`config.mk`:
```
export PLATFORM = sky130hd
export DESIGN_NAME = dci_top
export DESIGN_NICKNAME = d
export VERILOG_FILES = /design/src/dci_pkg.sv /design/src/dci_slot_bank.sv /design/src/dci_top.sv
export VERILOG_INCLUDE_DIRS = /design/src /design/src/src
export SDC_FILE = /design/constraint.sdc
export NUM_CORES = 1
export LEC_CHECK = 0
export BUFFER_PORTS_ARGS = -buffer_cell sky130_fd_sc_hd__clkbuf_2
export CORE_AREA = 2 2 192 194
export CTS_BUF_LIST = sky130_fd_sc_hd__clkbuf_2
export CTS_CLUSTER_DIAMETER = 40
export CTS_CLUSTER_SIZE = 16
export DETAILED_ROUTE_END_ITERATION = 6
export DIE_AREA = 0 0 194 196
export PLACE_DENSITY_LB_ADDON = 0.15
export RECOVER_POWER = 100
export SLEW_MARGIN = 20
export SYNTH_ARGS = -nofsm -noshare
export SYNTH_HDL_FRONTEND = slang
export SYNTH_SLANG_ARGS = --single-unit
```
`constraint.sdc`:
```
create_clock -name mclk_in -period 6.7 [get_ports mclk_in]
set_input_delay 1.34 -clock mclk_in [delete_from_list [all_inputs] [get_ports mclk_in]]
set_output_delay 1.34 -clock mclk_in [all_outputs]
set_load 0.02 [all_outputs]
```
`src/dci_cfg.svh`:
```
// constants of the drive communication slave: register addresses, field
// positions, reset values, limits and timing counts.
// assumes a 40 MHz core clock and 16-bit register words.
`ifndef DCI_CFG_SVH
`define DCI_CFG_SVH

// register addresses as seen by the serial host
`define DCI_RIN_ADDR 16'h2600
`define DCI_ROUT_ADDR 16'h2640
`define DCI_DLY_ADDR 16'h0909
`define DCI_FREQ_ADDR 16'h090A
`define DCI_SLOT_BASE 16'h090B
`define DCI_MAP_ADDR 16'h091E
`define DCI_NODE_ADDR 16'h0924
`define DCI_RATE_ADDR 16'h0925
`define DCI_WARN_ADDR 16'h0927
`define DCI_PROF_ADDR 16'h0928
`define DCI_STATE_ADDR 16'h0929

// control windows and their word offsets
`define DCI_WIN_LEGACY 16'h2000
`define DCI_WIN_PROFILE 16'h6000
`define DCI_WIN_CMD 8'h00
`define DCI_WIN_FREQ 8'h01
`define DCI_CAN_IDX_M1 16'h2020
`define DCI_CAN_IDX_M2 16'h2060
`define DCI_CAN_SUB_FIRST 8'h01

// function codes and exception codes
`define DCI_FN_READ 8'h03
`define DCI_FN_WRITE 8'h06
`define DCI_FN_ERR 8'h80
`define DCI_EXC_NONE 8'h00
`define DCI_EXC_FUNC 8'h01
`define DCI_EXC_ADDR 8'h02
`define DCI_EXC_DATA 8'h03
`define DCI_EXC_EXEC 8'h04

// field positions and widths
`define DCI_RIN_W 6
`define DCI_ROUT_W 4
`define DCI_WARN_MASK 16'h007B

// reset values and upper limits (delay in 0.1 ms, frequency in 0.01 Hz)
`define DCI_DLY_RST 16'h0014
`define DCI_DLY_MAX 16'h07D0
`define DCI_FREQ_RST 16'h1770
`define DCI_FREQ_MAX 16'h9C40
`define DCI_MAP_RST 16'h0001
`define DCI_PROF_RST 16'h0001
`define DCI_NODE_MAX 16'h007F
`define DCI_RATE_MAX 16'h0005

// reply delay step of 0.1 ms expressed in clock cycles
`define DCI_CLK_NS 25
`define DCI_TICK_NS 100000
`define DCI_TICK_CYC (`DCI_TICK_NS / `DCI_CLK_NS)

`endif

```
`src/dci_pkg.sv`:
```
// types shared by the drive communication slave files.
// assumes nothing beyond a SystemVerilog-2012 tool.
package dci_pkg;
  typedef enum logic [1:0] {DCI_IDLE, DCI_WAIT} dci_state_t;
  typedef logic [15:0] dci_word_t;
  typedef logic [7:0] dci_code_t;
endpackage

```
`src/dci_slot_bank.sv`:
```
// sixteen block-transfer slots, written one word at a time.
// assumes the caller decodes the slot index and range-checks nothing.
`timescale 1ns/1ps
`default_nettype none

module dci_slot_bank #(
  parameter int SLOTS = 16,
  parameter int IW = 4
) (
  input wire logic mclk_in, // core clock
  input wire logic rst_in, // sync reset, active high
  input wire logic wr_en_in, // write strobe
  input wire logic [IW-1:0] idx_in, // slot index
  input wire dci_pkg::dci_word_t wdata_in, // write data
  output dci_pkg::dci_word_t rdata_out // slot contents at idx_in
);
  dci_pkg::dci_word_t mem_r [SLOTS];

  // slots clear to zero; values span the full word
  always_ff @(posedge mclk_in) begin
    if (rst_in) begin
      for (int i = 0; i < SLOTS; i++) begin
        mem_r[i] <= 16'h0000;
      end
    end else if (wr_en_in) begin
      mem_r[idx_in] <= wdata_in;
    end
  end

  // read is plain; the top registers the reply word
  assign rdata_out = mem_r[idx_in];
endmodule

`default_nettype wire

```
`src/dci_top.sv`:
```
// drive communication slave: request decode, register file, exception
// replies, reply delay, control windows and CAN node settings.
// assumes one request at a time, held while req_ready_out is low.
`timescale 1ns/1ps
`default_nettype none
`include "dci_cfg.svh"

// Operation
// - six multi-function inputs read back in bits 0 to 5 of input status
// - output force bits 0 to 3 turn the four outputs on
// - failed request answers with function code bit 7 set
// - exception code 1 function, 2 address, 3 data, 4 not executed
// - reply held off by settable 0.0 to 200.0 ms delay, default 2.0
// - serial frequency kept across power loss, range 0 to 400 Hz; only 090Ah writes are range-checked, window frequency writes are not
// - serial frequency command change updates stored main frequency
// - sixteen block slots, 0 to 65535, default 0, read with 03H
// - map select 0 gives window 2000h, 1 gives window 6000h
// - CAN control index 2020h for method one, 2060h for two
// - keypad and terminal commands act regardless of decoding method
// - CAN warning record bits 0,1,3,4,5,6 set by their events
// - CAN profile select: 0 vendor mapping, 1 standard profile
// - CAN state reads 0 to 5 from node reset to stopped
module dci_top #(
  parameter int TICK_CYC = `DCI_TICK_CYC
) (
  input wire logic mclk_in, // core clock, 40 MHz
  input wire logic rst_in, // sync reset, active high
  input wire logic req_valid_in, // request present
  input wire logic [7:0] req_func_in, // function code
  input wire logic [15:0] req_addr_in, // register address
  input wire logic [15:0] req_data_in, // write data
  output logic req_ready_out, // request can be taken
  output logic rsp_valid_out, // reply pulse
  output logic [7:0] rsp_func_out, // echoed or error function code
  output logic [7:0] rsp_exc_out, // exception code, 0 when fine
  output logic [15:0] rsp_data_out, // read data
  input wire logic multi_input_one, // input one active
  input wire logic multi_input_two, // input two active
  input wire logic multi_input_three, // input three active
  input wire logic multi_input_four, // input four active
  input wire logic multi_input_five, // input five active
  input wire logic multi_input_six, // input six active
  output logic multi_output_one, // output one on
  output logic multi_output_two, // output two on
  output logic multi_output_three, // output three on
  output logic multi_output_four, // output four on
  input wire logic freq_src_serial_in, // serial is frequency source
  input wire logic nv_valid_in, // retained frequency is valid
  input wire logic [15:0] nv_freq_in, // retained frequency word
  output logic nv_store_out, // store pulse for retained frequency
  output logic [15:0] freq_cmd_out, // frequency command in 0.01 Hz
  input wire logic [1:0] run_src_in, // 0 keypad, 1 terminal, 2 serial
  input wire logic [1:0] keypad_cmd_in, // keypad run command
  input wire logic [1:0] term_cmd_in, // terminal run command
  output logic [1:0] run_cmd_out, // run command in force
  input wire logic [6:0] can_evt_in, // CAN warning event pulses
  input wire logic [2:0] can_state_in, // CAN node state 0 to 5
  output logic [15:0] can_ctrl_index_out, // CAN control object index
  output logic [7:0] can_ctrl_sub_out, // first CAN control subindex
  output logic can_profile_out, // 1 standard profile
  output logic [6:0] can_node_id_out, // CAN node address
  output logic [2:0] can_rate_out // CAN bit rate select
);
  dci_pkg::dci_state_t state_r;
  dci_pkg::dci_word_t dly_r, freq_r, map_r, node_r, rate_r, warn_r, prof_r;
  dci_pkg::dci_word_t ctl_cmd_r, ticks_r, slot_rd, rd_word, rin_word;
  logic [15:0] sub_r;
  logic [3:0] rout_r;
  logic [7:0] rsp_func_r, rsp_exc_r;
  logic [15:0] rsp_data_r;
  logic rsp_valid_r, nv_store_r, load_pend_r;
  logic [1:0] run_r;

  // limit check for a write; used only by the exception decode, not by the checks
  function automatic logic in_range(input logic [15:0] a,
                                    input logic [15:0] d);
    logic ok;
    ok = 1'b1;
    if (a == `DCI_DLY_ADDR) ok = (d <= `DCI_DLY_MAX);
    if (a == `DCI_FREQ_ADDR) ok = (d <= `DCI_FREQ_MAX);
    if (a == `DCI_MAP_ADDR || a == `DCI_PROF_ADDR) ok = (d <= 16'h0001);
    if (a == `DCI_NODE_ADDR) ok = (d <= `DCI_NODE_MAX);
    if (a == `DCI_RATE_ADDR) ok = (d <= `DCI_RATE_MAX);
    return ok;
  endfunction

  // request decode
  wire take = req_valid_in && (state_r == dci_pkg::DCI_IDLE);
  wire is_rd = (req_func_in == `DCI_FN_READ);
  wire is_wr = (req_func_in == `DCI_FN_WRITE);
  wire [15:0] win_base = map_r[0] ? `DCI_WIN_PROFILE : `DCI_WIN_LEGACY;
  wire in_win = (req_addr_in[15:8] == win_base[15:8]);
  wire win_cmd = in_win && (req_addr_in[7:0] == `DCI_WIN_CMD);
  wire win_freq = in_win && (req_addr_in[7:0] == `DCI_WIN_FREQ);
  wire [15:0] slot_off = req_addr_in - `DCI_SLOT_BASE;
  wire hit_slot = (slot_off[15:4] == 12'h000);
  wire hit_rin = (req_addr_in == `DCI_RIN_ADDR);
  wire hit_rout = (req_addr_in == `DCI_ROUT_ADDR);
  wire hit_dly = (req_addr_in == `DCI_DLY_ADDR);
  wire hit_freq = (req_addr_in == `DCI_FREQ_ADDR);
  wire hit_map = (req_addr_in == `DCI_MAP_ADDR);
  wire hit_node = (req_addr_in == `DCI_NODE_ADDR);
  wire hit_rate = (req_addr_in == `DCI_RATE_ADDR);
  wire hit_warn = (req_addr_in == `DCI_WARN_ADDR);
  wire hit_prof = (req_addr_in == `DCI_PROF_ADDR);
  wire hit_state = (req_addr_in == `DCI_STATE_ADDR);
  wire known = hit_slot | hit_rin | hit_rout | hit_dly | hit_freq |
               hit_map | hit_node | hit_rate | hit_warn | hit_prof |
               hit_state | win_cmd | win_freq;
  wire read_only = hit_rin | hit_warn | hit_state;

  // exception priority: function, address, execution, data
  wire [7:0] exc_nxt = !(is_rd || is_wr) ? `DCI_EXC_FUNC :
                       !known ? `DCI_EXC_ADDR :
                       (is_wr && read_only) ? `DCI_EXC_EXEC :
                       (is_wr && !in_range(req_addr_in, req_data_in)) ?
                       `DCI_EXC_DATA : `DCI_EXC_NONE;
  wire wr_ok = take && is_wr && (exc_nxt == `DCI_EXC_NONE);

  // window frequency write changes the retained value only on a new value
  wire freq_change = wr_ok && win_freq && freq_src_serial_in &&
                     (req_data_in != freq_r);

  // read word selection
  assign rin_word = {10'h000, multi_input_six, multi_input_five,
                     multi_input_four, multi_input_three, multi_input_two,
                     multi_input_one};
  assign rd_word = hit_rin ? rin_word :
                   hit_rout ? {12'h000, rout_r} :
                   hit_dly ? dly_r :
                   hit_freq ? freq_r :
                   hit_map ? map_r :
                   hit_node ? node_r :
                   hit_rate ? rate_r :
                   hit_warn ? warn_r :
                   hit_prof ? prof_r :
                   hit_state ? {13'h0000, can_state_in} :
                   win_cmd ? ctl_cmd_r :
                   win_freq ? freq_r :
                   hit_slot ? slot_rd : 16'h0000;

  dci_slot_bank #(.SLOTS(16), .IW(4)) u_slots (
    .mclk_in(mclk_in),
    .rst_in(rst_in),
    .wr_en_in(wr_ok && hit_slot),
    .idx_in(slot_off[3:0]),
    .wdata_in(req_data_in),
    .rdata_out(slot_rd)
  );

  // request sequencer: take, wait out the delay, then one reply pulse
  always_ff @(posedge mclk_in) begin
    if (rst_in) begin
      state_r <= dci_pkg::DCI_IDLE;
      ticks_r <= 16'h0000;
      sub_r <= 16'h0000;
      rsp_valid_r <= 1'b0;
    end else begin
      rsp_valid_r <= 1'b0;
      unique case (state_r)
        dci_pkg::DCI_IDLE: begin
          if (take) begin
            state_r <= dci_pkg::DCI_WAIT;
            ticks_r <= dly_r;
            sub_r <= 16'h0000;
          end
        end
        dci_pkg::DCI_WAIT: begin
          if (ticks_r == 16'h0000) begin
            rsp_valid_r <= 1'b1;
            state_r <= dci_pkg::DCI_IDLE;
          end else if (sub_r == 16'(TICK_CYC - 1)) begin
            sub_r <= 16'h0000;
            ticks_r <= ticks_r - 16'h0001;
          end else begin
            sub_r <= sub_r + 16'h0001;
          end
        end
      endcase
    end
  end

  // reply words are latched when the request is taken
  always_ff @(posedge mclk_in) begin
    if (rst_in) begin
      rsp_func_r <= 8'h00;
      rsp_exc_r <= 8'h00;
      rsp_data_r <= 16'h0000;
    end else if (take) begin
      rsp_exc_r <= exc_nxt;
      rsp_func_r <= (exc_nxt != `DCI_EXC_NONE) ?
                    (req_func_in | `DCI_FN_ERR) : req_func_in;
      rsp_data_r <= (exc_nxt == `DCI_EXC_NONE && is_rd) ? rd_word :
                    16'h0000;
    end
  end

  // writable settings; a failed write leaves every setting alone
  always_ff @(posedge mclk_in) begin
    if (rst_in) begin
      rout_r <= 4'h0;
      dly_r <= `DCI_DLY_RST;
      map_r <= `DCI_MAP_RST;
      node_r <= 16'h0000;
      rate_r <= 16'h0000;
      prof_r <= `DCI_PROF_RST;
      ctl_cmd_r <= 16'h0000;
    end else if (wr_ok) begin
      if (hit_rout) rout_r <= req_data_in[3:0];
      if (hit_dly) dly_r <= req_data_in;
      if (hit_map) map_r <= req_data_in;
      if (hit_node) node_r <= req_data_in;
      if (hit_rate) rate_r <= req_data_in;
      if (hit_prof) prof_r <= req_data_in;
      if (win_cmd) ctl_cmd_r <= req_data_in;
    end
  end

  // retained frequency: preset, reload after reset, follow serial changes
  always_ff @(posedge mclk_in) begin
    if (rst_in) begin
      freq_r <= `DCI_FREQ_RST;
      load_pend_r <= 1'b1;
      nv_store_r <= 1'b0;
    end else begin
      load_pend_r <= 1'b0;
      nv_store_r <= 1'b0;
      if (load_pend_r && nv_valid_in) begin
        freq_r <= nv_freq_in;
      end else if (freq_change) begin
        freq_r <= req_data_in;
        nv_store_r <= 1'b1;
      end else if (wr_ok && hit_freq) begin
        freq_r <= req_data_in;
        nv_store_r <= 1'b1;
      end
    end
  end

  // warning record is sticky until reset; events only ever set bits
  always_ff @(posedge mclk_in) begin
    if (rst_in) begin
      warn_r <= 16'h0000;
    end else begin
      warn_r <= warn_r | ({9'h000, can_evt_in} & `DCI_WARN_MASK);
    end
  end

  // run command source: keypad and terminals ignore the decoding method
  always_ff @(posedge mclk_in) begin
    if (rst_in) begin
      run_r <= 2'b00;
    end else begin
      unique case (run_src_in)
        2'd0: run_r <= keypad_cmd_in;
        2'd1: run_r <= term_cmd_in;
        2'd2: run_r <= ctl_cmd_r[1:0];
        default: run_r <= 2'b00;
      endcase
    end
  end

  // outputs
  assign req_ready_out = (state_r == dci_pkg::DCI_IDLE);
  assign rsp_valid_out = rsp_valid_r;
  assign rsp_func_out = rsp_func_r;
  assign rsp_exc_out = rsp_exc_r;
  assign rsp_data_out = rsp_data_r;
  assign multi_output_one = rout_r[0];
  assign multi_output_two = rout_r[1];
  assign multi_output_three = rout_r[2];
  assign multi_output_four = rout_r[3];
  assign nv_store_out = nv_store_r;
  assign freq_cmd_out = freq_r;
  assign run_cmd_out = run_r;
  // CAN index follows the same decoding method as the serial window
  assign can_ctrl_index_out = map_r[0] ? `DCI_CAN_IDX_M2 :
                              `DCI_CAN_IDX_M1;
  assign can_ctrl_sub_out = `DCI_CAN_SUB_FIRST;
  assign can_profile_out = prof_r[0];
  assign can_node_id_out = node_r[6:0];
  assign can_rate_out = rate_r[2:0];
endmodule

`default_nettype wire

```
==> impl_metrics.toml, run 1 <==
[sta]
rsz0062_at_grt = "false"
fmax_mhz = 187
setup_tns_ns = 0
worstMarginPinSlew_ns = 3.10
finalClockSkew_ns = 0.0647
finalHoldViolations = 0
finalCritPeriodShare_pct = 79.9
max_slew_margin_pct = -107
post-route-min-period_ns = 5.35
setup_viol = 0
drv_slew = 188
setup_ws_ns = 1.35

[critical_path]
crit_start = "rst_in"
cp_max_fo = 69
worst_setup_path_start_kind = "primary input"
cp-end-kind = "register"
cp_cell_sequence = "clkbuf_1 > clkbuf_1 > or2_0"
crit_family = "buffers and inverters"
required_ns = 7.43
reg2reg_slack_ns = 1.93
cp_num_cells = 3
critPathSlowestCell = "clkbuf_1"
path_buf_inv = 2
ff2ff_path_depth = 9
cpMostUsedCell = "clkbuf_1"
r2r_end = "rsp_data_out[0]$_SDFFE_PP0P_"
crit_type = "in2reg"
r2r-start = "state_r[0]$_SDFFE_PP0P_"
arrival_ns = 6.08
slowest_delay_ns = 2.28

[cts]
cts_sinks = 443
postCtsSetupBuffers = 0
clock_latency_ns = 1.11
clockRootBuffer = "clkbuf_2"
clk_path_buf_depth = 3
cts_hold_buf = 0
path_clk_slew_ns = 0.22
cts-htree-levels = 2
numCtsBuffers = 53
ctsResizeCount = 0
cts_tree = "done"

[placement]
post-dp-hpwl_mm = 45.1
port_buffers = 145
pre_cts_slack_ns = 1.29
routabilityCongestion = 0.981
dp.cells = 2481

[power_and_ir_drop]
pwr-share-comb_pct = 11.6
p_total_w = 0.00514
p_int_w = 0.00364
peakVddDrop_uv = 217
power.share.sequential_pct = 58.1
p_clk_share_pct = 30.3
p_leak_nw = 8.92
p_switching_w = 0.00149
cellPowerDensity_nw_per_um2 = 219
p_sw_share_pct = 29.1

[die]
io_pins = 175
die_y_um = 196
die_area_um2 = 38000
core-area_um2 = 36100
die_w_um = 194
rows = 70
start_util_pct = 62.0

[hold_path]
min_path_cells = 3
hold-path-endpoint = "warn_r[5]$_SDFF_PP0_"
worstHoldStart = "can_evt_in[5]"
worstHoldPathType = "in2reg"

[final_layout]
drive_gt1_share_pct = 14.9
nets = 2159
area.growth.synth_to_final_pct = 4.90
final_util_pct = 65.0
fin_cells = 2581

[synthesis]
avgSynthCellArea_um2 = 11.3
synth_common_cells = "and2_1 (313), edfxtp_1 (256), dfxtp_1 (187)"
yosysMostFrequentCell = "and2_1"
seq_area_frac_synth_pct = 51.1
synthCells = 1982
synth_area_leaders = "edfxtp_1 (34%), dfxtp_1 (17%), and2_1 (8.8%)"
ys_seq_elements = 443
synth_top_area_share_pct = 34.4
synth_edf_count = 256
synth_area_um2 = 22400
yosysTopAreaCell = "edfxtp_1"
yosysWarnings = 0
synth_cell_types = 87
async_flop_share_pct = 0
synth_ff_type = "edfxtp_1"

[routing]
ant_nets = 0
vias = 16500
post_drt_wl_per_cell_um = 25.5
drt_pass1_iterations = 6
drc = 0
vias_per_cell = 6.38
dr.first_iter.drc_count = 1813
drt-total-wl_mm = 65.9

[status]
status = "complete, but fails checks"
failed_checks = "capacitance limit, slew limit"

[global_routing]
grt_pass1_vias = 15800
grt_first_pass_wirelength_mm = 97.5
grt_max_degree = 70
grt_usage_pct = 34.3
antenna_found_initial = 3
overflow = 0

[run]
max-cap-violations = 4
[sequential cells by signal, summed over array words and instances, names as in the netlist, 16 cells and up]
signal         count
ctl_cmd_r         16
u_slots.mem_r    256
ticks_r           16
prof_r            16
node_r            16
sub_r             16
map_r             16
dly_r             16
freq_cmd_out      16
rate_r            16
rsp_data_out      16
[worst min-delay path: stages]
cell and delay, ns:
clkbuf_2 0.07, nor2_1 0.03, nor2_1 0.06
[how the worst max path moves through the flow]
stage | end | slack [ns]
finish | u_slots.mem_r[5][13]$_SDFFCE_PN0P_ | 1.35
global route | u_slots.mem_r[5][4]$_SDFFCE_PN0P_ | 1.05
CTS | rsp_data_out[0]$_SDFFE_PP0P_ | 2.51
detailed placement | rsp_data_out[0]$_SDFFE_PP0P_ | 1.29
global placement | rsp_data_out[1]$_SDFFE_PP0P_ | 1.32
floorplan | u_slots.mem_r[3][0]$_SDFFCE_PN0P_ | 1.60
[per-layer routing]
metal | share of wire, % | global-route usage (%) | up-vias
li1 | - | - | 7417
met1 | 40 | 45.6 | 7994
met2 | 47 | 56.3 | 892
met3 | 9.4 | 6.14 | 171
met4 | 4.4 | 13.6 | 2
met5 | 0.015 | 0 | -
[power groups by stage]
| stage | Sequential [W] | Clock, W | Combinational, W |
|---|---|---|---|
| after detailed placement | 0.00304 | 0 | 0.000599 |
| after floorplan | 0.00303 | 0 | 0.000400 |
| after CTS | 0.00298 | 0.00158 | 0.000601 |
| after global placement | 0.00303 | 0 | 0.000588 |
| after global routing | 0.00299 | 0.00169 | 0.000632 |
| final | 0.00298 | 0.00156 | 0.000595 |
[placed cells by master (no fill, tap or decap), types with 9 or more instances in the layout]
cell and count:
edfxtp_1 256, dfxtp_1 187, and2_0 163, nor2_1 154
and2_1 150, clkbuf_2 141, nand2_1 106, clkbuf_1 89
mux4_2 74, mux2i_1 69, a21oi_1 61, o21ai_0 54
nor3_1 43, nor4_1 39, nand3_1 39, buf_4 30
xor2_1 28, conb_1 28, and3_1 24, a211oi_1 23
nand4_1 19, or4_1 18, or3_1 17, inv_1 14
a221oi_1 13, a222oi_1 12, nand2b_1 11, nor2b_1 11
o221ai_1 11, a21o_1 10, or2_2 10, a31oi_1 9
a221o_1 9
[logic make-up (layout without fill, tap and decap cells)]
group / count (synthesis) / after routing / synth area share (%)
AOI/OAI and AO/OA: 282 / 282 / 9.04
buffers and inverters: 208 / 312 / 4.70
adders and majority gates: 8 / 8 / 0.448
DFF: 443 / 443 / 51.1
other: 2 / 29 / 0.0336
and+or+nand+nor: 857 / 857 / 22.5
xor gates and xnor gates: 35 / 35 / 1.37
muxes: 147 / 147 / 10.7
[per-stage QoR]
step	hold WS [ns]	cell area [um2]
6_report	0.420	23500
3_5_place_dp	0.435	23200
5_1_grt	0.400	23500
4_1_cts	0.328	23900
3_3_place_gp	0.434	23200
2_1_floorplan	0.421	22500
[cell type report]
cell class	instances	area [um2]
antenna	1	2.50
clock buffer	62	310
clock inverter	37	394
fill	2993	12600
inverter	14	52.6
multi-input combinational	1357	9700
sequential	443	11400
tap	468	586
timing repair buffer	199	975
No activity file was read; power rests on OpenSTA's default activity.
==> run 2: changes to the inputs <==
--- a/config.mk
+++ b/config.mk
@@ -7,12 +7,12 @@
 export NUM_CORES = 1
 export LEC_CHECK = 0
 export BUFFER_PORTS_ARGS = -buffer_cell sky130_fd_sc_hd__clkbuf_2
-export CORE_AREA = 2 2 192 194
+export CORE_AREA = 2 2 202 204
 export CTS_BUF_LIST = sky130_fd_sc_hd__clkbuf_2
 export CTS_CLUSTER_DIAMETER = 40
 export CTS_CLUSTER_SIZE = 16
 export DETAILED_ROUTE_END_ITERATION = 6
-export DIE_AREA = 0 0 194 196
+export DIE_AREA = 0 0 204 206
 export PLACE_DENSITY_LB_ADDON = 0.15
 export RECOVER_POWER = 100
 export SLEW_MARGIN = 20
==> constraint.sdc (replaced) <==
create_clock -name mclk_in -period 4.7 [get_ports mclk_in]
set_input_delay 0.94 -clock mclk_in [delete_from_list [all_inputs] [get_ports mclk_in]]
set_output_delay 0.94 -clock mclk_in [all_outputs]
set_load 0.02 [all_outputs]
==> run 2 against run 1 <==
The run ends with DRC, capacitance limit, slew limit left; worst hold slack worse by 0.32 ns; cell area is 3.1% higher; clock skew is 0.035 ns higher; die area is 11% higher; routed wire length hardly changed; sequential power is 43% higher; combinational power is 47% higher; sequential cell count stayed put; cell count is 5.4% higher; clock power is 65% higher; largest cell class unchanged.
==> impl_metrics.toml, run 2 (same netlist as run 1, synthesis figures left out) <==
[power_and_ir_drop]
p_leak_nw = 9.27
p_total_w = 0.00768
cellPowerDensity_nw_per_um2 = 318
peakVddDrop_uv = 232

[global_routing]
grt_usage_pct = 31.6
overflow = 0
grt_first_pass_wirelength_mm = 99.0
antenna_found_initial = 3
grt_pass1_vias = 16100
grt_max_degree = 67

[die]
die_w_um = 204
die_area_um2 = 42000
io_pins = 175
start_util_pct = 55.6
die_y_um = 206
rows = 74
core-area_um2 = 40200

[hold_path]
worstHoldStart = "can_evt_in[3]"
worstHoldPathType = "in2reg"

[critical_path]
reg2reg_slack_ns = 0.63
r2r_end = "ctl_cmd_r[12]$_SDFFE_PP0P_"
crit_start = "state_r[0]$_SDFFE_PP0P_"
critPathSlowestCell = "o32ai_1"
cp_max_fo = 14
slowest_delay_ns = 0.95
worst_setup_path_start_kind = "register"
required_ns = 5.52
cp_cell_sequence = "nor2b_1 > nand4_1 > inv_1 > o2111ai_1 > o32ai_1 > nand3_1 > clkbuf_1 > mux2i_1 > nor2_1"
r2r-start = "state_r[0]$_SDFFE_PP0P_"
cp-end-kind = "register"
critPathCapture = "ctl_cmd_r[12]$_SDFFE_PP0P_"
arrival_ns = 4.88
crit_type = "reg2reg"
ff2ff_path_depth = 9

[cts]
path_clk_slew_ns = 0.23
clock_latency_ns = 1.06
postCtsSetupBuffers = 0
ctsResizeCount = 0
clk_path_buf_depth = 3
cts_tree = "done"
cts_sinks = 443
numCtsBuffers = 66
cts_hold_buf = 0
clockRootBuffer = "clkbuf_2"
cts-htree-levels = 3

[sta]
setup_tns_ns = 0
finalCritPeriodShare_pct = 86.5
hold_ws_ns = 0.0962
max_slew_margin_pct = -103
rsz0062_at_grt = "false"
drv_slew = 64
setup_viol = 0
worstMarginPinSlew_ns = 3.05
finalClockSkew_ns = 0.0998
finalHoldViolations = 0
post-route-min-period_ns = 4.07
fmax_mhz = 246

[final_layout]
final_common_cell = "edfxtp_1"
area.growth.synth_to_final_pct = 8.12
final_area_um2 = 24200
drive_gt1_share_pct = 17.5
final_util_pct = 60.2
nets = 2222
largest_reg_flops = 256
regMostFlops = "u_slots.mem_r"
mostFrequentLayoutCells = "edfxtp_1 (256), dfxtp_1 (187), and2_0 (179)"

[routing]
dr.first_iter.drc_count = 1606
drt_pass1_iterations = 7
post_drt_wl_per_cell_um = 24.2
vias_per_cell = 6.12
vias = 16700
drc = 3
ant_nets = 0
drt-total-wl_mm = 65.9

[placement]
placed_area_um2 = 23700
routabilityCongestion = 1.00
port_buffers = 145
post-dp-hpwl_mm = 46.6

[run]
max-cap-violations = 1

[status]
status = "complete, but fails checks"
failed_checks = "DRC, capacitance limit, slew limit"
[run 2: how the worst min path moves through the flow]
stage / endpoint / slack, ns / cells past startpoint
finish: warn_r[3]$_SDFF_PP0_ / 0.1 / 3
global route: rsp_func_out[5]$_SDFFE_PP0P_ / 0.04 / 3
global placement: rate_r[8]$_SDFFE_PP0P_ / 0.44 / 1
floorplan: rate_r[10]$_SDFFE_PP0P_ / 0.42 / 1
detailed placement: rate_r[9]$_SDFFE_PP0P_ / 0.44 / 1
CTS: warn_r[3]$_SDFF_PP0_ / 0.03 / 3
[run 2: power breakdown]
group / total [W] / switching, W / leakage [nW] / internal, W
clock network: 0.00257 / 0.00164 / 0.550 / 0.000928
logic: 0.000873 / 0.000572 / 4.45 / 0.000301
registers: 0.00425 / 0.0000635 / 4.26 / 0.00418
total: 0.00768 / 0.00227 / 9.27 / 0.00541
[run 2: area by class of cell]
class,instances,area [um2]
multi-input combinational,1357,9730
fill,3481,16000
antenna,4,10.0
clock buffer,69,345
tap,532,666
timing repair buffer,249,1390
sequential,443,11400
clock inverter,53,553
inverter,14,52.6
[run 2: per-layer routing]
layer  GRT usage, %  share of wire (%)  vias up
li1               -                  -     7584
met1           43.0                 41     8134
met2           50.9                 47      779
met3           5.05                7.9      155
met4           12.6                3.9        0
met5              0                  0        -
[run 2: through the flow]
stage | cells | worst slack [ns]
finish | 2721 | 0.633
global route | 2721 | 0.401
CTS | 2717 | 1.07
detailed placement | 2595 | 0.259
global placement | 2595 | 0.332
floorplan | 2008 | 0.00182
[run 2: worst max-delay path, delay by kind of cell (launching register included)]
kind            cells  cell delay [ns]
simple gates        4             1.24
compound gates      2             1.08
flops               1             0.37
buf+inv             2             0.80
mux                 1             0.32
==> run 3: changes to the inputs <==
--- a/config.mk
+++ b/config.mk
@@ -7,15 +7,16 @@
 export NUM_CORES = 1
 export LEC_CHECK = 0
 export BUFFER_PORTS_ARGS = -buffer_cell sky130_fd_sc_hd__clkbuf_2
-export CORE_AREA = 2 2 202 204
+export CORE_AREA = 2 2 144 286
 export CTS_BUF_LIST = sky130_fd_sc_hd__clkbuf_2
 export CTS_CLUSTER_DIAMETER = 40
 export CTS_CLUSTER_SIZE = 16
 export DETAILED_ROUTE_END_ITERATION = 6
-export DIE_AREA = 0 0 204 206
+export DIE_AREA = 0 0 146 288
 export PLACE_DENSITY_LB_ADDON = 0.15
 export RECOVER_POWER = 100
 export SLEW_MARGIN = 20
 export SYNTH_ARGS = -nofsm -noshare
 export SYNTH_HDL_FRONTEND = slang
 export SYNTH_SLANG_ARGS = --single-unit
+export TNS_END_PERCENT = 50
==> run 3 against run 2 <==
The flow finishes with violations (capacitance limit, slew limit); sequential cell count unchanged; cell count down 1.7%; sequential share of layout area up 0.51 points; worst hold slack better by 0.024 ns.
==> impl_metrics.toml, run 3 (same netlist as run 1, synthesis figures left out) <==
[sta]
post-route-min-period_ns = 4.12
finalClockSkew_ns = 0.131
rsz0062_at_grt = "false"
fmax_mhz = 243
setup_viol = 0
drv_slew = 77
max_slew_margin_pct = -104
finalCritPeriodShare_pct = 87.7
hold_ws_ns = 0.120
worstMarginPinSlew_ns = 3.05
finalHoldViolations = 0

[cts]
cts_sinks = 443
numCtsBuffers = 40
cts_tree = "done"
clock_latency_ns = 1.03
cts-htree-levels = 2
ctsResizeCount = 0
clockRootBuffer = "clkbuf_2"
path_clk_slew_ns = 0.26
clk_path_buf_depth = 3
postCtsSetupBuffers = 0
cts_hold_buf = 0

[die]
die_w_um = 146
die_area_um2 = 42000
io_pins = 175
start_util_pct = 55.8
die_y_um = 288
rows = 104
core-area_um2 = 40100

[final_layout]
final_util_pct = 59.7
nets = 2210
regMostFlops = "u_slots.mem_r"
mostFrequentLayoutCells = "edfxtp_1 (256), dfxtp_1 (187), and2_1 (163)"
largest_reg_flops = 256
final_common_cell = "edfxtp_1"
fin_cells = 2674
area.growth.synth_to_final_pct = 6.97
n_fill_cell = 3536
drive_gt1_share_pct = 16.9

[global_routing]
overflow = 0
grt_pass1_vias = 17000
grt_usage_pct = 33.2
grt_first_pass_wirelength_mm = 104
antenna_found_initial = 2
grt_max_degree = 76

[placement]
port_buffers = 145
post-dp-hpwl_mm = 53.5
dp.cells = 2607
routabilityCongestion = 1.01

[power_and_ir_drop]
peakVddDrop_uv = 267
p_leak_nw = 9.18
p_total_w = 0.00699
cellPowerDensity_nw_per_um2 = 292

[hold_path]
hold-path-endpoint = "warn_r[6]$_SDFF_PP0_"
worstHoldPathType = "in2reg"
worstHoldStart = "can_evt_in[6]"
min_path_cells = 3

[critical_path]
critPathSlowestCell = "o32ai_1"
slowest_delay_ns = 0.89
cp-end-kind = "register"
required_ns = 5.31
r2r-start = "state_r[0]$_SDFFE_PP0P_"
cp_cell_sequence = "clkbuf_1 > or3_1 > or4_1 > a41oi_1 > o221ai_1 > o32ai_1 > nand2_8 > nor4_4 > or2_1"
ff2ff_path_depth = 8
r2r_end = "u_slots.mem_r[2][1]$_SDFFCE_PN0P_"
crit_family = "simple AND/OR/NAND/NOR gates"
worst_setup_path_start_kind = "primary input"
cp_max_fo = 16
reg2reg_slack_ns = 0.71
crit_type = "in2reg"
path_buf_inv = 1
arrival_ns = 4.73

[status]
status = "complete, but fails checks"
failed_checks = "capacitance limit, slew limit"

[routing]
vias_per_cell = 6.16
drt_pass1_iterations = 6
drt-total-wl_mm = 69.8
ant_nets = 0
post_drt_wl_per_cell_um = 26.1
dr.first_iter.drc_count = 1050
drc = 0
vias = 16500

[run]
max-cap-violations = 2
[run 3: final cells by class]
class                      instances  area [um2]  area share, %
antenna                            2        5.00         0.0209
clock buffer                      44         220          0.921
clock inverter                    21         259           1.08
inverter                          14        52.6          0.220
multi-input combinational       1357        9800           41.0
sequential                       443       11400           47.8
tap                              530         663           2.77
timing repair buffer             263        1480           6.19
[run 3: worst max-delay path by stage]
stage | endpoint | slack [ns] | cells after the start | startpoint
after floorplan | u_slots.mem_r[5][0]$_SDFFCE_PN0P_ | -0.0002 | 13 | req_addr_in[0]
after global placement | map_r[13]$_SDFFE_PP0P_ | 0.18 | 13 | req_addr_in[1]
after detailed placement | map_r[8]$_SDFFE_PP0P_ | 0.17 | 13 | req_addr_in[1]
after CTS | map_r[2]$_SDFFE_PP0P_ | 1.17 | 13 | req_addr_in[1]
after global routing | u_slots.mem_r[12][3]$_SDFFCE_PN0P_ | 0.43 | 9 | req_data_in[3]
final | u_slots.mem_r[2][1]$_SDFFCE_PN0P_ | 0.58 | 9 | req_data_in[3]
[run 3: metal layers]
metal	vias up	GRT usage (%)	share of wire, %
met5	-	0	0
met4	0	20.9	7.5
met3	216	3.66	4.4
met2	628	64.6	55
met1	8109	33.0	33
li1	7512	-	-
[run 3: tightest hold or removal path: stages]
cell and delay (ns):
clkbuf_2 0.08, nor2_1 0.03, nor2_1 0.07
[run 3: per-stage QoR]
step / TNS (ns) / cell area [um2] / setup WS, ns
6_report: 0 / 23900 / 0.576
5_1_grt: 0 / 23900 / 0.426
4_1_cts: 0 / 24300 / 1.17
3_5_place_dp: 0 / 23800 / 0.172
3_3_place_gp: 0 / 23800 / 0.181
2_1_floorplan: -0.00649 / 22500 / -0.000203
[run 3: power by group]
group / total (W) / internal [W] / switching [W]
registers: 0.00425 / 0.00419 / 0.0000657
logic: 0.000879 / 0.000300 / 0.000579
clock network: 0.00186 / 0.000530 / 0.00133
total: 0.00699 / 0.00502 / 0.00198
